<file path="src/core/snfe_consts.vh">
// Overview of operation
// - command, address and input bits are sampled at each serial clock rising edge.
// - each new output bit is driven after a serial clock falling edge.
// - only clock modes 0 and 3; both sample on rise, drive on fall.
// - write protect low plus lock write disable rejects protect bit updates.
// - pause is off unless enabled; pause line relies on an external pull-up.
// - pause only starts while selected; it suspends traffic without deselecting.
// - while paused the output floats and clock and input activity are ignored.
// - pause starts at pause line fall if clock low, else next clock fall.
// - pause ends at pause line rise if clock low, else after next clock fall.
// - while deselected, lines 0, 2 and write protect are inputs; 1, 3 output-side.
// - column address is 12 bits; only bytes 0 to 2175 exist in a page.
// - single-line mode carries opcode, address and data on one line.
// - extended mode sends opcode and address on line 0, data on two or four lines.
// - select low activates the device; select high deselects and floats the output.
`ifndef SNFE_CONSTS_VH
`define SNFE_CONSTS_VH
`define SNFE_SYNC_W       6
`define SNFE_BYTE_LAST    5'h07
`define SNFE_ADDR_LAST    5'h0f
`define SNFE_BYTE_BITS    5'h08
`define SNFE_COL_W        12
`define SNFE_COL_LAST     12'h87f
`define SNFE_LW_X1        3'h1
`define SNFE_LW_X2        3'h2
`define SNFE_LW_X4        3'h4
`define SNFE_OCNT_X1      3'h7
`define SNFE_OCNT_X2      3'h3
`define SNFE_OCNT_X4      3'h1
`define SNFE_OE_X1        4'h2
`define SNFE_OE_X2        4'h3
`define SNFE_OE_X4        4'hf
`define SNFE_OP_RD_X1A    8'h03
`define SNFE_OP_RD_X1B    8'h0b
`define SNFE_OP_RD_X2     8'h3b
`define SNFE_OP_RD_X4     8'h6b
`define SNFE_OP_LD_X1     8'h02
`define SNFE_OP_LD_X4     8'h32
`define SNFE_OP_LDR_X1    8'h84
`define SNFE_OP_LDR_X4    8'h34
`define SNFE_PROT_RNG_RST 4'h0
`define SNFE_PROT_TB_RST  1'b0
`endif

</file>
<file path="src/core/snfe_front_end.v">
`timescale 1ns/1ps
`include "snfe_consts.vh"
module snfe_front_end (
  input  wire                   clk_i,
  input  wire                   reset_i,
  input  wire                   cs_n_i,
  input  wire                   sck_i,
  input  wire [3:0]             io_i,
  input  wire                   pause_en_i,
  input  wire                   lock_write_disable_i,
  input  wire                   prot_wr_i,
  input  wire [3:0]             prot_range_new_i,
  input  wire                   prot_tb_new_i,
  input  wire [7:0]             tx_data_i,
  output reg  [3:0]             io_o,
  output reg  [3:0]             io_oe_o,
  output reg                    selected_o,
  output reg                    paused_o,
  output reg  [7:0]             opcode_o,
  output reg                    opcode_valid_o,
  output reg  [`SNFE_COL_W-1:0] col_addr_o,
  output reg                    col_valid_o,
  output reg                    col_err_o,
  output reg  [7:0]             rx_data_o,
  output reg                    rx_valid_o,
  output reg                    tx_req_o,
  output reg  [3:0]             protect_range_bits_o,
  output reg                    protect_top_bottom_o,
  output reg                    prot_wr_reject_o
);
  localparam ST_IDLE  = 3'h0;
  localparam ST_OPC   = 3'h1;
  localparam ST_ADDR  = 3'h2;
  localparam ST_DUMMY = 3'h3;
  localparam ST_DIN   = 3'h4;
  localparam ST_DOUT  = 3'h5;

  wire [`SNFE_SYNC_W-1:0] s_w;
  wire                    s_cs_n;
  wire                    s_sck;
  wire [3:0]              s_io;
  wire                    sel;
  wire                    sck_rise;
  wire                    sck_fall;
  wire                    hold;
  wire                    rise_v;
  wire                    fall_v;
  wire                    pause_en;
  wire [15:0]             sr_next;
  wire [7:0]              din_byte;
  wire [4:0]              din_cnt;
  wire [7:0]              out_src;

  reg [2:0]  state_q;
  reg [4:0]  cnt_q;
  reg [15:0] sr_q;
  reg [2:0]  lw_q;
  reg        is_rd_q;
  reg [7:0]  tx_sr_q;
  reg [2:0]  ocnt_q;
  reg        out_on_q;
  reg        sck_prev_q;
  reg [3:0]  lanes;
  reg [3:0]  oe_mask;
  reg [2:0]  ocnt_init;

  // sck and io pass the same two stages so data stays aligned to its edge
  // select goes in inverted so the reset value of the stages reads as deselected
  snfe_sync #(
    .W (`SNFE_SYNC_W)
  ) u_sync (
    .clk_i   (clk_i),
    .reset_i (reset_i),
    .d_i     ({~cs_n_i, sck_i, io_i}),
    .q_o     (s_w)
  );

  assign s_cs_n   = ~s_w[5];
  assign s_sck    = s_w[4];
  assign s_io     = s_w[3:0];
  assign sel      = ~s_cs_n;
  // edges only count while selected, so idle level of mode 0 or 3 is harmless
  assign sck_rise = sel & s_sck & ~sck_prev_q;
  assign sck_fall = sel & ~s_sck & sck_prev_q;
  // line 3 is data in four-line phases, so pause cannot be used there
  assign pause_en = pause_en_i & sel &
                    ~(((state_q == ST_DIN) | (state_q == ST_DOUT)) &
                      (lw_q == `SNFE_LW_X4));

  snfe_pause u_pause (
    .clk_i      (clk_i),
    .reset_i    (reset_i),
    .en_i       (pause_en),
    .pause_n_i  (s_io[3]),
    .sck_i      (s_sck),
    .sck_fall_i (sck_fall),
    .hold_o     (hold)
  );

  assign rise_v = sck_rise & ~hold;
  assign fall_v = sck_fall & ~hold;

  assign sr_next = {sr_q[14:0], s_io[0]};
  // wider lanes: highest line holds the most significant bit
  assign din_byte = (lw_q == `SNFE_LW_X4) ? {sr_q[3:0], s_io[3:0]} :
                    (lw_q == `SNFE_LW_X2) ? {sr_q[5:0], s_io[1:0]} :
                    sr_next[7:0];
  assign din_cnt  = cnt_q + {2'b00, lw_q};
  assign out_src  = (ocnt_q == 3'h0) ? tx_data_i : tx_sr_q;

  always @* begin
    case (lw_q)
      `SNFE_LW_X4: begin
        lanes     = out_src[7:4];
        oe_mask   = `SNFE_OE_X4;
        ocnt_init = `SNFE_OCNT_X4;
      end
      `SNFE_LW_X2: begin
        lanes     = {2'b00, out_src[7:6]};
        oe_mask   = `SNFE_OE_X2;
        ocnt_init = `SNFE_OCNT_X2;
      end
      default: begin
        lanes     = {2'b00, out_src[7], 1'b0};
        oe_mask   = `SNFE_OE_X1;
        ocnt_init = `SNFE_OCNT_X1;
      end
    endcase
  end

  always @(posedge clk_i or posedge reset_i) begin
    if (reset_i) begin
      state_q        <= ST_IDLE;
      cnt_q          <= 5'h00;
      sr_q           <= 16'h0000;
      lw_q           <= `SNFE_LW_X1;
      is_rd_q        <= 1'b0;
      tx_sr_q        <= 8'h00;
      ocnt_q         <= 3'h0;
      out_on_q       <= 1'b0;
      sck_prev_q     <= 1'b0;
      io_o           <= 4'h0;
      io_oe_o        <= 4'h0;
      selected_o     <= 1'b0;
      paused_o       <= 1'b0;
      opcode_o       <= 8'h00;
      opcode_valid_o <= 1'b0;
      col_addr_o     <= {`SNFE_COL_W{1'b0}};
      col_valid_o    <= 1'b0;
      col_err_o      <= 1'b0;
      rx_data_o      <= 8'h00;
      rx_valid_o     <= 1'b0;
      tx_req_o       <= 1'b0;
    end else begin
      sck_prev_q     <= s_sck;
      selected_o     <= sel;
      paused_o       <= hold;
      opcode_valid_o <= 1'b0;
      rx_valid_o     <= 1'b0;
      tx_req_o       <= 1'b0;
      if (!sel) begin
        // deselected: every line is an input, output floats
        // a pause is dropped too, since its enable needs selection
        state_q  <= ST_IDLE;
        cnt_q    <= 5'h00;
        ocnt_q   <= 3'h0;
        out_on_q <= 1'b0;
        lw_q     <= `SNFE_LW_X1;
        io_oe_o  <= 4'h0;
      end else begin
        // outputs float during a pause, keep their lanes otherwise
        io_oe_o <= (out_on_q & ~hold & (state_q == ST_DOUT)) ? oe_mask : 4'h0;
        case (state_q)
          ST_IDLE: begin
            // a new command starts only from a select falling edge
            state_q <= ST_OPC;
            cnt_q   <= 5'h00;
          end
          ST_OPC: begin
            if (rise_v) begin
              sr_q  <= sr_next;
              cnt_q <= cnt_q + 5'h01;
              if (cnt_q == `SNFE_BYTE_LAST) begin
                cnt_q          <= 5'h00;
                opcode_o       <= sr_next[7:0];
                opcode_valid_o <= 1'b1;
                case (sr_next[7:0])
                  `SNFE_OP_RD_X1A, `SNFE_OP_RD_X1B: begin
                    state_q <= ST_ADDR;
                    is_rd_q <= 1'b1;
                    lw_q    <= `SNFE_LW_X1;
                  end
                  `SNFE_OP_RD_X2: begin
                    state_q <= ST_ADDR;
                    is_rd_q <= 1'b1;
                    lw_q    <= `SNFE_LW_X2;
                  end
                  `SNFE_OP_RD_X4: begin
                    state_q <= ST_ADDR;
                    is_rd_q <= 1'b1;
                    lw_q    <= `SNFE_LW_X4;
                  end
                  `SNFE_OP_LD_X1, `SNFE_OP_LDR_X1: begin
                    state_q <= ST_ADDR;
                    is_rd_q <= 1'b0;
                    lw_q    <= `SNFE_LW_X1;
                  end
                  `SNFE_OP_LD_X4, `SNFE_OP_LDR_X4: begin
                    state_q <= ST_ADDR;
                    is_rd_q <= 1'b0;
                    lw_q    <= `SNFE_LW_X4;
                  end
                  default: begin
                    // other commands: raw single-line bytes to the user side
                    state_q <= ST_DIN;
                    is_rd_q <= 1'b0;
                    lw_q    <= `SNFE_LW_X1;
                  end
                endcase
              end
            end
          end
          ST_ADDR: begin
            if (rise_v) begin
              sr_q  <= sr_next;
              cnt_q <= cnt_q + 5'h01;
              if (cnt_q == `SNFE_ADDR_LAST) begin
                cnt_q       <= 5'h00;
                // out of range columns are flagged only, the address still passes
                col_addr_o  <= sr_next[`SNFE_COL_W-1:0];
                col_valid_o <= (sr_next[`SNFE_COL_W-1:0] <= `SNFE_COL_LAST);
                col_err_o   <= (sr_next[`SNFE_COL_W-1:0] > `SNFE_COL_LAST);
                state_q     <= is_rd_q ? ST_DUMMY : ST_DIN;
              end
            end
          end
          ST_DUMMY: begin
            if (rise_v) begin
              cnt_q <= cnt_q + 5'h01;
              if (cnt_q == `SNFE_BYTE_LAST) begin
                cnt_q   <= 5'h00;
                state_q <= ST_DOUT;
              end
            end
          end
          ST_DIN: begin
            // host keeps selection until the last data bit is in
            if (rise_v) begin
              sr_q  <= {8'h00, din_byte};
              cnt_q <= din_cnt;
              if (din_cnt == `SNFE_BYTE_BITS) begin
                cnt_q      <= 5'h00;
                rx_data_o  <= din_byte;
                rx_valid_o <= 1'b1;
              end
            end
          end
          ST_DOUT: begin
            // host has released line 0 (and 2, 3 for four lanes) here
            if (fall_v) begin
              io_o     <= lanes;
              io_oe_o  <= oe_mask;
              out_on_q <= 1'b1;
              if (ocnt_q == 3'h0) begin
                // a byte start consumes tx_data_i, so the user side must have it ready
                tx_sr_q  <= tx_data_i << lw_q;
                ocnt_q   <= ocnt_init;
                tx_req_o <= 1'b1;
              end else begin
                tx_sr_q <= tx_sr_q << lw_q;
                ocnt_q  <= ocnt_q - 3'h1;
              end
            end
          end
          default: begin
            state_q <= ST_IDLE;
          end
        endcase
      end
    end
  end

  // protect bits frozen while write protect is low and lock is set
  always @(posedge clk_i or posedge reset_i) begin
    if (reset_i) begin
      protect_range_bits_o <= `SNFE_PROT_RNG_RST;
      protect_top_bottom_o <= `SNFE_PROT_TB_RST;
      prot_wr_reject_o     <= 1'b0;
    end else begin
      // refusal and update never share a cycle
      prot_wr_reject_o <= 1'b0;
      if (prot_wr_i) begin
        if (~s_io[2] & lock_write_disable_i) begin
          prot_wr_reject_o <= 1'b1;
        end else begin
          protect_range_bits_o <= prot_range_new_i;
          protect_top_bottom_o <= prot_tb_new_i;
        end
      end
    end
  end
endmodule

</file>
<file path="src/core/snfe_sync.v">
`timescale 1ns/1ps
module snfe_sync #(
  parameter W = 1
) (
  input  wire         clk_i,
  input  wire         reset_i,
  input  wire [W-1:0] d_i,
  output reg  [W-1:0] q_o
);
  reg [W-1:0] meta_q;

  // first stage feeds only the second
  always @(posedge clk_i or posedge reset_i) begin
    if (reset_i) begin
      meta_q <= {W{1'b0}};
      q_o    <= {W{1'b0}};
    end else begin
      meta_q <= d_i;
      q_o    <= meta_q;
    end
  end
endmodule

</file>
<file path="src/core/snfe_pause.v">
`timescale 1ns/1ps
module snfe_pause (
  input  wire clk_i,
  input  wire reset_i,
  input  wire en_i,
  input  wire pause_n_i,
  input  wire sck_i,
  input  wire sck_fall_i,
  output wire hold_o
);
  localparam ST_RUN   = 2'h0;
  localparam ST_ENTER = 2'h1;
  localparam ST_HELD  = 2'h2;
  localparam ST_EXIT  = 2'h3;

  reg [1:0] state_q;
  reg [1:0] state_d;
  reg       pn_prev_q;
  wire      pn_fall;
  wire      pn_rise;

  assign pn_fall = pn_prev_q & ~pause_n_i;
  assign pn_rise = ~pn_prev_q & pause_n_i;
  // the falling clock edge that starts a pause is already swallowed
  assign hold_o  = (state_q == ST_HELD) | (state_q == ST_EXIT) |
                   ((state_q == ST_ENTER) & sck_fall_i);

  always @* begin
    state_d = state_q;
    case (state_q)
      ST_RUN: begin
        if (pn_fall) begin
          state_d = sck_i ? ST_ENTER : ST_HELD;
        end
      end
      ST_ENTER: begin
        if (pn_rise) begin
          state_d = ST_RUN;
        end else if (sck_fall_i) begin
          state_d = ST_HELD;
        end
      end
      ST_HELD: begin
        if (pn_rise) begin
          state_d = sck_i ? ST_EXIT : ST_RUN;
        end
      end
      ST_EXIT: begin
        if (pn_fall) begin
          state_d = ST_HELD;
        end else if (sck_fall_i) begin
          state_d = ST_RUN;
        end
      end
      default: begin
        state_d = ST_RUN;
      end
    endcase
    // no pause outside selection or when disabled
    if (!en_i) begin
      state_d = ST_RUN;
    end
  end

  always @(posedge clk_i or posedge reset_i) begin
    if (reset_i) begin
      state_q   <= ST_RUN;
      pn_prev_q <= 1'b1;
    end else begin
      state_q   <= state_d;
      pn_prev_q <= pause_n_i;
    end
  end
endmodule

</file>
<file path="config.mk">
export PLATFORM = sky130hd
export DESIGN_NAME = snfe_front_end
export DESIGN_NICKNAME = d
export VERILOG_FILES = /design/src/core/snfe_front_end.v /design/src/core/snfe_sync.v /design/src/core/snfe_pause.v
export VERILOG_INCLUDE_DIRS = /design/src /design/src/core
export SDC_FILE = /design/constraint.sdc
export NUM_CORES = 1
export LEC_CHECK = 0
export BUFFER_PORTS_ARGS = -buffer_cell sky130_fd_sc_hd__buf_2
export CAP_MARGIN = 20
export CORE_MARGIN = 10
export CORE_UTILIZATION = 50
export DETAILED_ROUTE_END_ITERATION = 12
export PLACE_DENSITY = 0.85
export RECOVER_POWER = 50
export SLEW_MARGIN = 20
export SYNTH_ARGS = -nofsm -noshare
export SYNTH_HDL_FRONTEND = slang
export SYNTH_SLANG_ARGS = --single-unit
</file>
<file path="constraint.sdc">
create_clock -name clk_i -period 2.65 [get_ports clk_i]
set_input_delay 0.1325 -clock clk_i [delete_from_list [all_inputs] [get_ports clk_i]]
set_output_delay 0.1325 -clock clk_i [all_outputs]
set_load 0.03 [all_outputs]
</file>
==> flow_metrics.py, run 1 <==
metrics = {
    "global_routing": {
        "overflow": 0,
        "grtUsageTotal_pct": 16.6,
        "grt_max_degree": 100,
        "antenna_found_initial": 0,
        "grt_pass1_wl_um": 20100,
        "grt_pass1_vias": 4111,
    },
    "die": {
        "chipHeight_um": 120,
        "die_area_um2": 14400,
        "chipWidth_um": 120,
        "start_util_pct": 51.3,
        "fp.coreArea_um2": 9730,
        "boundaryPins": 73,
        "fp-row-count": 36,
    },
    "setup_path": {
        "reg2reg_depth": 7,
        "rrSetupSlack_ns": 0.28,
        "rr_startpoint": "cnt_q[0]",
        "start_kind": "flip-flop",
        "r2r_end": "rx_data_o[1]",
        "path_buf_inv": 0,
        "worst_path_max_delay_cell": "dfrtp_1",
        "required_ns": 2.91,
        "path_class": "reg2reg",
        "crit_path_end_kind": "flip-flop",
        "cp_cell_sequence": "ha_1 -> fa_1 -> a21oi_1 -> nor2_1 -> xnor2_1 -> nand3_4 -> mux2_1",
        "arrival_ns": 2.63,
        "path_max_fanout": 9,
        "critPathMaxStageDelay_ns": 0.45,
        "critPathTopFamily": "adder cells",
    },
    "route": {
        "drcViolationCount": 0,
        "ant_nets": 0,
        "vias": 4057,
        "drt_iter0_drc": 442,
        "routed_wl_um": 11800,
        "firstDrtPassIters": 5,
        "avgRoutedWirePerCell_um": 16.8,
        "routed_via_density": 5.79,
    },
    "sta": {
        "rsz0062_at_grt": "no",
        "final.setup.tns_ns": 0,
        "maxSlewViolCount": 0,
        "setup_ws_ns": 0.283,
        "setup_violations": 0,
        "fin_skew_ns": 0.0103,
        "max_slew_margin_pct": 13.5,
        "tightestPinTransition_ns": 1.30,
        "finalHoldViolations": 0,
        "fin_crit_sh_pct": 89.3,
        "min_period_ns": 2.37,
        "clock.fmax_mhz": 422,
    },
    "power": {
        "power_mw": 2.95,
        "p_per_area_nw_per_um2": 509,
        "irDropWorstVdd_mv": 0.535,
        "leakage_nw": 2.83,
    },
    "clock_network": {
        "clockBufferDepth": 2,
        "clk_latency_ns": 0.37,
        "clock-sinks": 99,
        "path_clk_slew_ns": 0.10,
        "ctsHtreeMaxLevel": 3,
        "root_buffer": "clkbuf_8",
        "cts_tree": "done",
        "cts_buffers": 9,
        "post_cts_buffers": 0,
    },
    "placed_design": {
        "io_buffer_count": 72,
        "dpl-instance-area_um2": 5480,
        "post-place-ws_ns": 0.314,
        "dp_hpwl_um": 8460,
        "gp_congestion": 0.931,
    },
    "hold_path": {
        "min-delay-start": "prot_wr_i",
        "hold_depth": 2,
        "hp-class": "in2reg",
        "min_to": "prot_wr_reject_o",
    },
    "synth": {
        "synth_top_area_share_pct": 48.6,
        "synth.area.top_cells": "dfrtp_1 (49%), nand2_1 (5.4%), mux2_2 (3.8%)",
        "yosys_register_bits": 99,
        "synthCells": 486,
        "netlist_area_um2": 4990,
        "yosysSeqAreaShare_pct": 49.7,
        "synth.yosys.warnings": 0,
        "yosysTopAreaCell": "dfrtp_1",
        "synth_cell_types": 71,
        "ys.flop_type": "dfrtp_1",
        "synthArstFlopShare_pct": 100,
        "synth_nets": 519,
        "synth_edf_count": 0,
        "synth_area_per_cell_um2": 10.3,
    },
    "layout": {
        "area_growth_pct": 16.0,
        "fill_cells": 812,
        "n_antenna_cell": 0,
        "nNetsFinal": 596,
        "post-route-util_pct": 59.5,
        "drive_gt1_share_pct": 24.1,
        "finalInstanceArea_um2": 5790,
    },
    "status": {
        "status": "completed",
    },
    "run": {
        "cap_violations": 0,
    },
}
-- metal layers --
metal	part of all wire, %	vias to the layer above	global-route usage [%]	wire [um]
li1	-	1874	-	-
met1	42	1990	20.4	4890
met2	49	176	27.2	5740
met3	8.4	17	4.74	988
met4	1.4	0	5.96	159
met5	0	-	0	0
-- worst register-to-register path, delay by kind of cell, from the launching register on --
| family | cells | cell delay, ns |
|---|---|---|
| fa+ha+maj | 2 | 0.66 |
| flops | 1 | 0.45 |
| mux | 1 | 0.36 |
| xor+xnor | 1 | 0.34 |
| simple gates | 2 | 0.30 |
| compound gates | 1 | 0.14 |
-- per-stage QoR --
step | hold slack (ns) | cells
after floorplan | 0.164 | 486
after global placement | 0.241 | 672
after detailed placement | 0.242 | 672
after CTS | 0.0174 | 701
after global routing | 0.0250 | 701
final | 0.0324 | 701
-- what timing repair did --
action	4_1_cts	5_1_grt
endpoints found under the setup margin	0	0
gates resized for setup	0	0
hold endpoints to repair	109	0
hold buffers	13	0
-- where the power goes --
group	total (mW)	switching, mW	internal, mW
registers	1.66	0.0933	1.57
clock network	1.01	0.556	0.455
logic	0.280	0.158	0.122
-- flip-flops by register name, indices dropped and copies added, names as in the netlist, 2 cells and up --
name                  count
col_addr_o               12
sr_q                     11
opcode_o                  8
rx_data_o                 8
tx_sr_q                   8
u_sync.meta_q             6
u_sync.q_o                6
cnt_q                     5
io_o                      4
protect_range_bits_o      4
io_oe_o                   3
lw_q                      3
ocnt_q                    3
state_q                   3
u_pause.state_q           2
-- how the worst max path moves through the flow --
stage | from | to | slack (ns) | depth (start not counted)
after floorplan | lw_q[0] | rx_data_o[1] | 0.47 | 5
after global placement | cnt_q[0] | rx_data_o[1] | 0.40 | 7
after detailed placement | cnt_q[0] | rx_data_o[1] | 0.31 | 7
after CTS | cnt_q[0] | rx_data_o[1] | 0.29 | 7
after global routing | cnt_q[0] | rx_data_o[1] | 0.07 | 7
final | cnt_q[0] | rx_data_o[1] | 0.28 | 7
-- final cells by class --
type	instances	area [um^2]	area share (%)
clock buffers	9	124	2.14
clock inverters	7	82.6	1.43
inverters	25	97.6	1.69
multi-input cells	331	2270	39.2
flip-flops and latches	99	2480	42.8
well taps	133	166	2.87
repair buffers	97	569	9.83
-- placed cells by master, fill, tap and decap left out, drive strengths merged, types with 4 or more instances in the layout --
| cell | n |
|---|---|
| o221ai | 6 |
| clkbuf | 19 |
| inv | 26 |
| ha | 8 |
| nor3 | 10 |
| o21ai | 35 |
| mux2i | 11 |
| mux2 | 26 |
| nand2b | 9 |
| buf | 74 |
| a21oi | 17 |
| o22ai | 6 |
| nand2 | 72 |
| nor3b | 8 |
| nor2b | 4 |
| o211ai | 8 |
| xor2 | 4 |
| mux4 | 4 |
| nor2 | 26 |
| o31ai | 5 |
| dfrtp | 97 |
| a31oi | 5 |
| dlygate4sd3 | 13 |
| nand3 | 20 |
-- cells in the mapped netlist, types with 2 or more instances --
cell type  instances
a21o_1             2
a21oi_1           17
a221o_1            3
a22o_1             3
a22oi_1            2
a31o_2             2
a31oi_1            5
and3_1             3
and4bb_1           2
buf_2              7
buf_4              3
clkbuf_1          19
clkinv_1           2
dfrtp_1           97
dfstp_2            2
ha_1               8
inv_1             22
mux2_2            17
mux2_4             8
mux2i_1           11
mux4_2             4
nand2_1           72
nand2b_1           9
nand3_1           18
nor2_1            25
nor2b_1            4
nor3_1             9
nor3b_1            6
o211ai_1           8
o21a_1             3
o21ai_0           34
o221ai_1           6
o22ai_1            6
o31ai_1            5
o32ai_1            2
or2_2              2
xor2_1             4
-- logic make-up (layout without fill, tap and decap cells) --
family          count (synthesis)  count (layout)  synth area share [%]
simple gates                  166             166                  17.1
compound gates                110             110                  14.6
flops                          99              99                  49.7
fa+ha+maj                       9               9                  2.41
xor+xnor                        5               5                 0.877
buf+inv                        56             138                  4.84
mux                            41              41                  10.5
(Power assumes the default switching activity.)
==> run 2, diff against run 1 <==
CORE_UTILIZATION = 52   (was 50)
PLACE_DENSITY = 0.88   (was 0.85)
==> run 2 against run 1 <==
The run now ends with max-capacitance violations, max-slew violations left; critical path type unchanged; non-clock buffer count is 1 higher; routed wire length is 5.7% higher; largest cell class unchanged; global-route usage grew 1.1 points; register-to-register slack got worse by 0.20 ns; sequential share of layout area is 0.19 points higher; final area down 0.43%.
==> flow_metrics.py, run 2 (synthesis gave the netlist of run 1 again) <==
metrics = {
    "hold_path": {
        "hold_depth": 3,
        "min-delay-start": "lock_write_disable_i",
        "hp-class": "in2reg",
    },
    "setup_path": {
        "crit_path_end_kind": "flip-flop",
        "crit_start": "ocnt_q[0]",
        "rr_startpoint": "ocnt_q[0]",
        "start_kind": "flip-flop",
        "reg2reg_depth": 9,
        "arrival_ns": 2.83,
        "path_max_fanout": 9,
        "required_ns": 2.91,
        "path_class": "reg2reg",
    },
    "sta": {
        "min_period_ns": 2.57,
        "max_slew_margin_pct": -9.20,
        "maxSlewViolCount": 95,
        "final.setup.tns_ns": 0,
        "fin_skew_ns": 0.0111,
        "fin_hold_ws_ns": 0.0155,
        "setup_violations": 0,
        "clock.fmax_mhz": 389,
        "tightestPinTransition_ns": 1.64,
        "rsz0062_at_grt": "no",
        "fin_crit_sh_pct": 97.0,
        "setup_ws_ns": 0.0789,
        "finalHoldViolations": 0,
    },
    "layout": {
        "n_antenna_cell": 0,
        "ff_latch_area_um2": 2480,
        "area_growth_pct": 15.5,
        "nNetsFinal": 597,
        "largest_reg_flops": 12,
        "top_register": "col_addr_o",
        "top_regs": "col_addr_o x12, sr_q x11",
        "fill_cells": 773,
        "post-route-util_pct": 62.1,
        "layout.cells.non_filler": 697,
        "final_cell_mix": "dfrtp_1 (97), nand2_1 (72), buf_2 (64)",
        "mostFrequentLayoutCell": "dfrtp_1",
        "multiInputGateArea_um2": 2270,
        "drive_gt1_share_pct": 24.1,
        "finalInstanceArea_um2": 5760,
    },
    "clock_network": {
        "path_clk_slew_ns": 0.09,
        "hold_buffers": 12,
        "ctsHtreeMaxLevel": 3,
        "cts_tree": "done",
        "clk_latency_ns": 0.37,
        "clockBufferDepth": 2,
        "cts_buffers": 9,
        "ctsResizeCount": 0,
        "root_buffer": "clkbuf_8",
        "post_cts_buffers": 0,
        "clock-sinks": 99,
    },
    "global_routing": {
        "grt_pass1_vias": 4163,
        "antenna_found_initial": 0,
        "grtUsageTotal_pct": 17.7,
        "grt_pass1_wl_um": 20700,
        "overflow": 0,
        "grt_max_degree": 63,
    },
    "route": {
        "routed_wl_um": 12400,
        "vias": 4071,
        "ant_nets": 0,
        "routed_via_density": 5.84,
        "drcViolationCount": 0,
        "avgRoutedWirePerCell_um": 17.9,
        "firstDrtPassIters": 6,
        "drt_iter0_drc": 436,
    },
    "placed_design": {
        "dp_hpwl_um": 8960,
        "dpl-instance-area_um2": 5490,
        "gp_congestion": 0.909,
        "io_buffer_count": 72,
        "dp.cells": 670,
        "post-place-ws_ns": 0.237,
    },
    "power": {
        "leakage_nw": 2.83,
        "irDropWorstVdd_mv": 0.518,
        "power_mw": 2.92,
        "p_per_area_nw_per_um2": 506,
    },
    "die": {
        "fp-row-count": 35,
        "fp.coreArea_um2": 9280,
        "chipHeight_um": 118,
        "boundaryPins": 73,
        "chipWidth_um": 118,
        "die_area_um2": 13900,
        "start_util_pct": 53.8,
    },
    "run": {
        "cap_violations": 2,
    },
    "status": {
        "violations": "max-capacitance violations, max-slew violations",
        "status": "complete, but fails checks",
    },
}
-- run 2: power breakdown --
part / internal [mW] / switching (mW)
logic: 0.122 / 0.161
registers: 1.57 / 0.0940
clock network: 0.439 / 0.534
total: 2.13 / 0.789
-- run 2: final timing paths --
| path | slack (ns) | endpoint |
|---|---|---|
| max | 0.08 | tx_sr_q[6] |
| min in group asynchronous | 0.24 | u_sync.q_o[3] |
| min reg2reg | 0.35 | u_sync.q_o[2] |
| min | 0.02 | prot_wr_reject_o |
| max in group asynchronous | 0.62 | u_sync.q_o[0] |
| max reg2reg | 0.08 | tx_sr_q[6] |
-- run 2: worst max-delay path: stages (launching register included) --
cell	delay (ns)
dfrtp_1	0.40
inv_1	0.09
ha_1	0.15
ha_1	0.40
buf_4	0.23
mux2i_1	0.42
nand2_1	0.11
a21oi_1	0.23
a2111oi_0	0.12
a211o_1	0.31
-- run 2: per-layer routing --
metal | vias up | wire (um) | GRT usage, %
li1 | 1870 | - | -
met1 | 1985 | 5140 | 21.3
met2 | 191 | 6020 | 28.8
met3 | 25 | 1020 | 5.28
met4 | 0 | 263 | 6.96
met5 | - | 0 | 0
-- run 2: cell type report --
cell class,instances,share of cell area [%]
Clock inverter,5,1.06
Sequential cell,99,43.0
Inverter,25,1.65
Timing Repair Buffer,98,9.88
Clock buffer,10,2.21
Multi-Input combinational cell,331,39.4
Tap cell,129,2.80
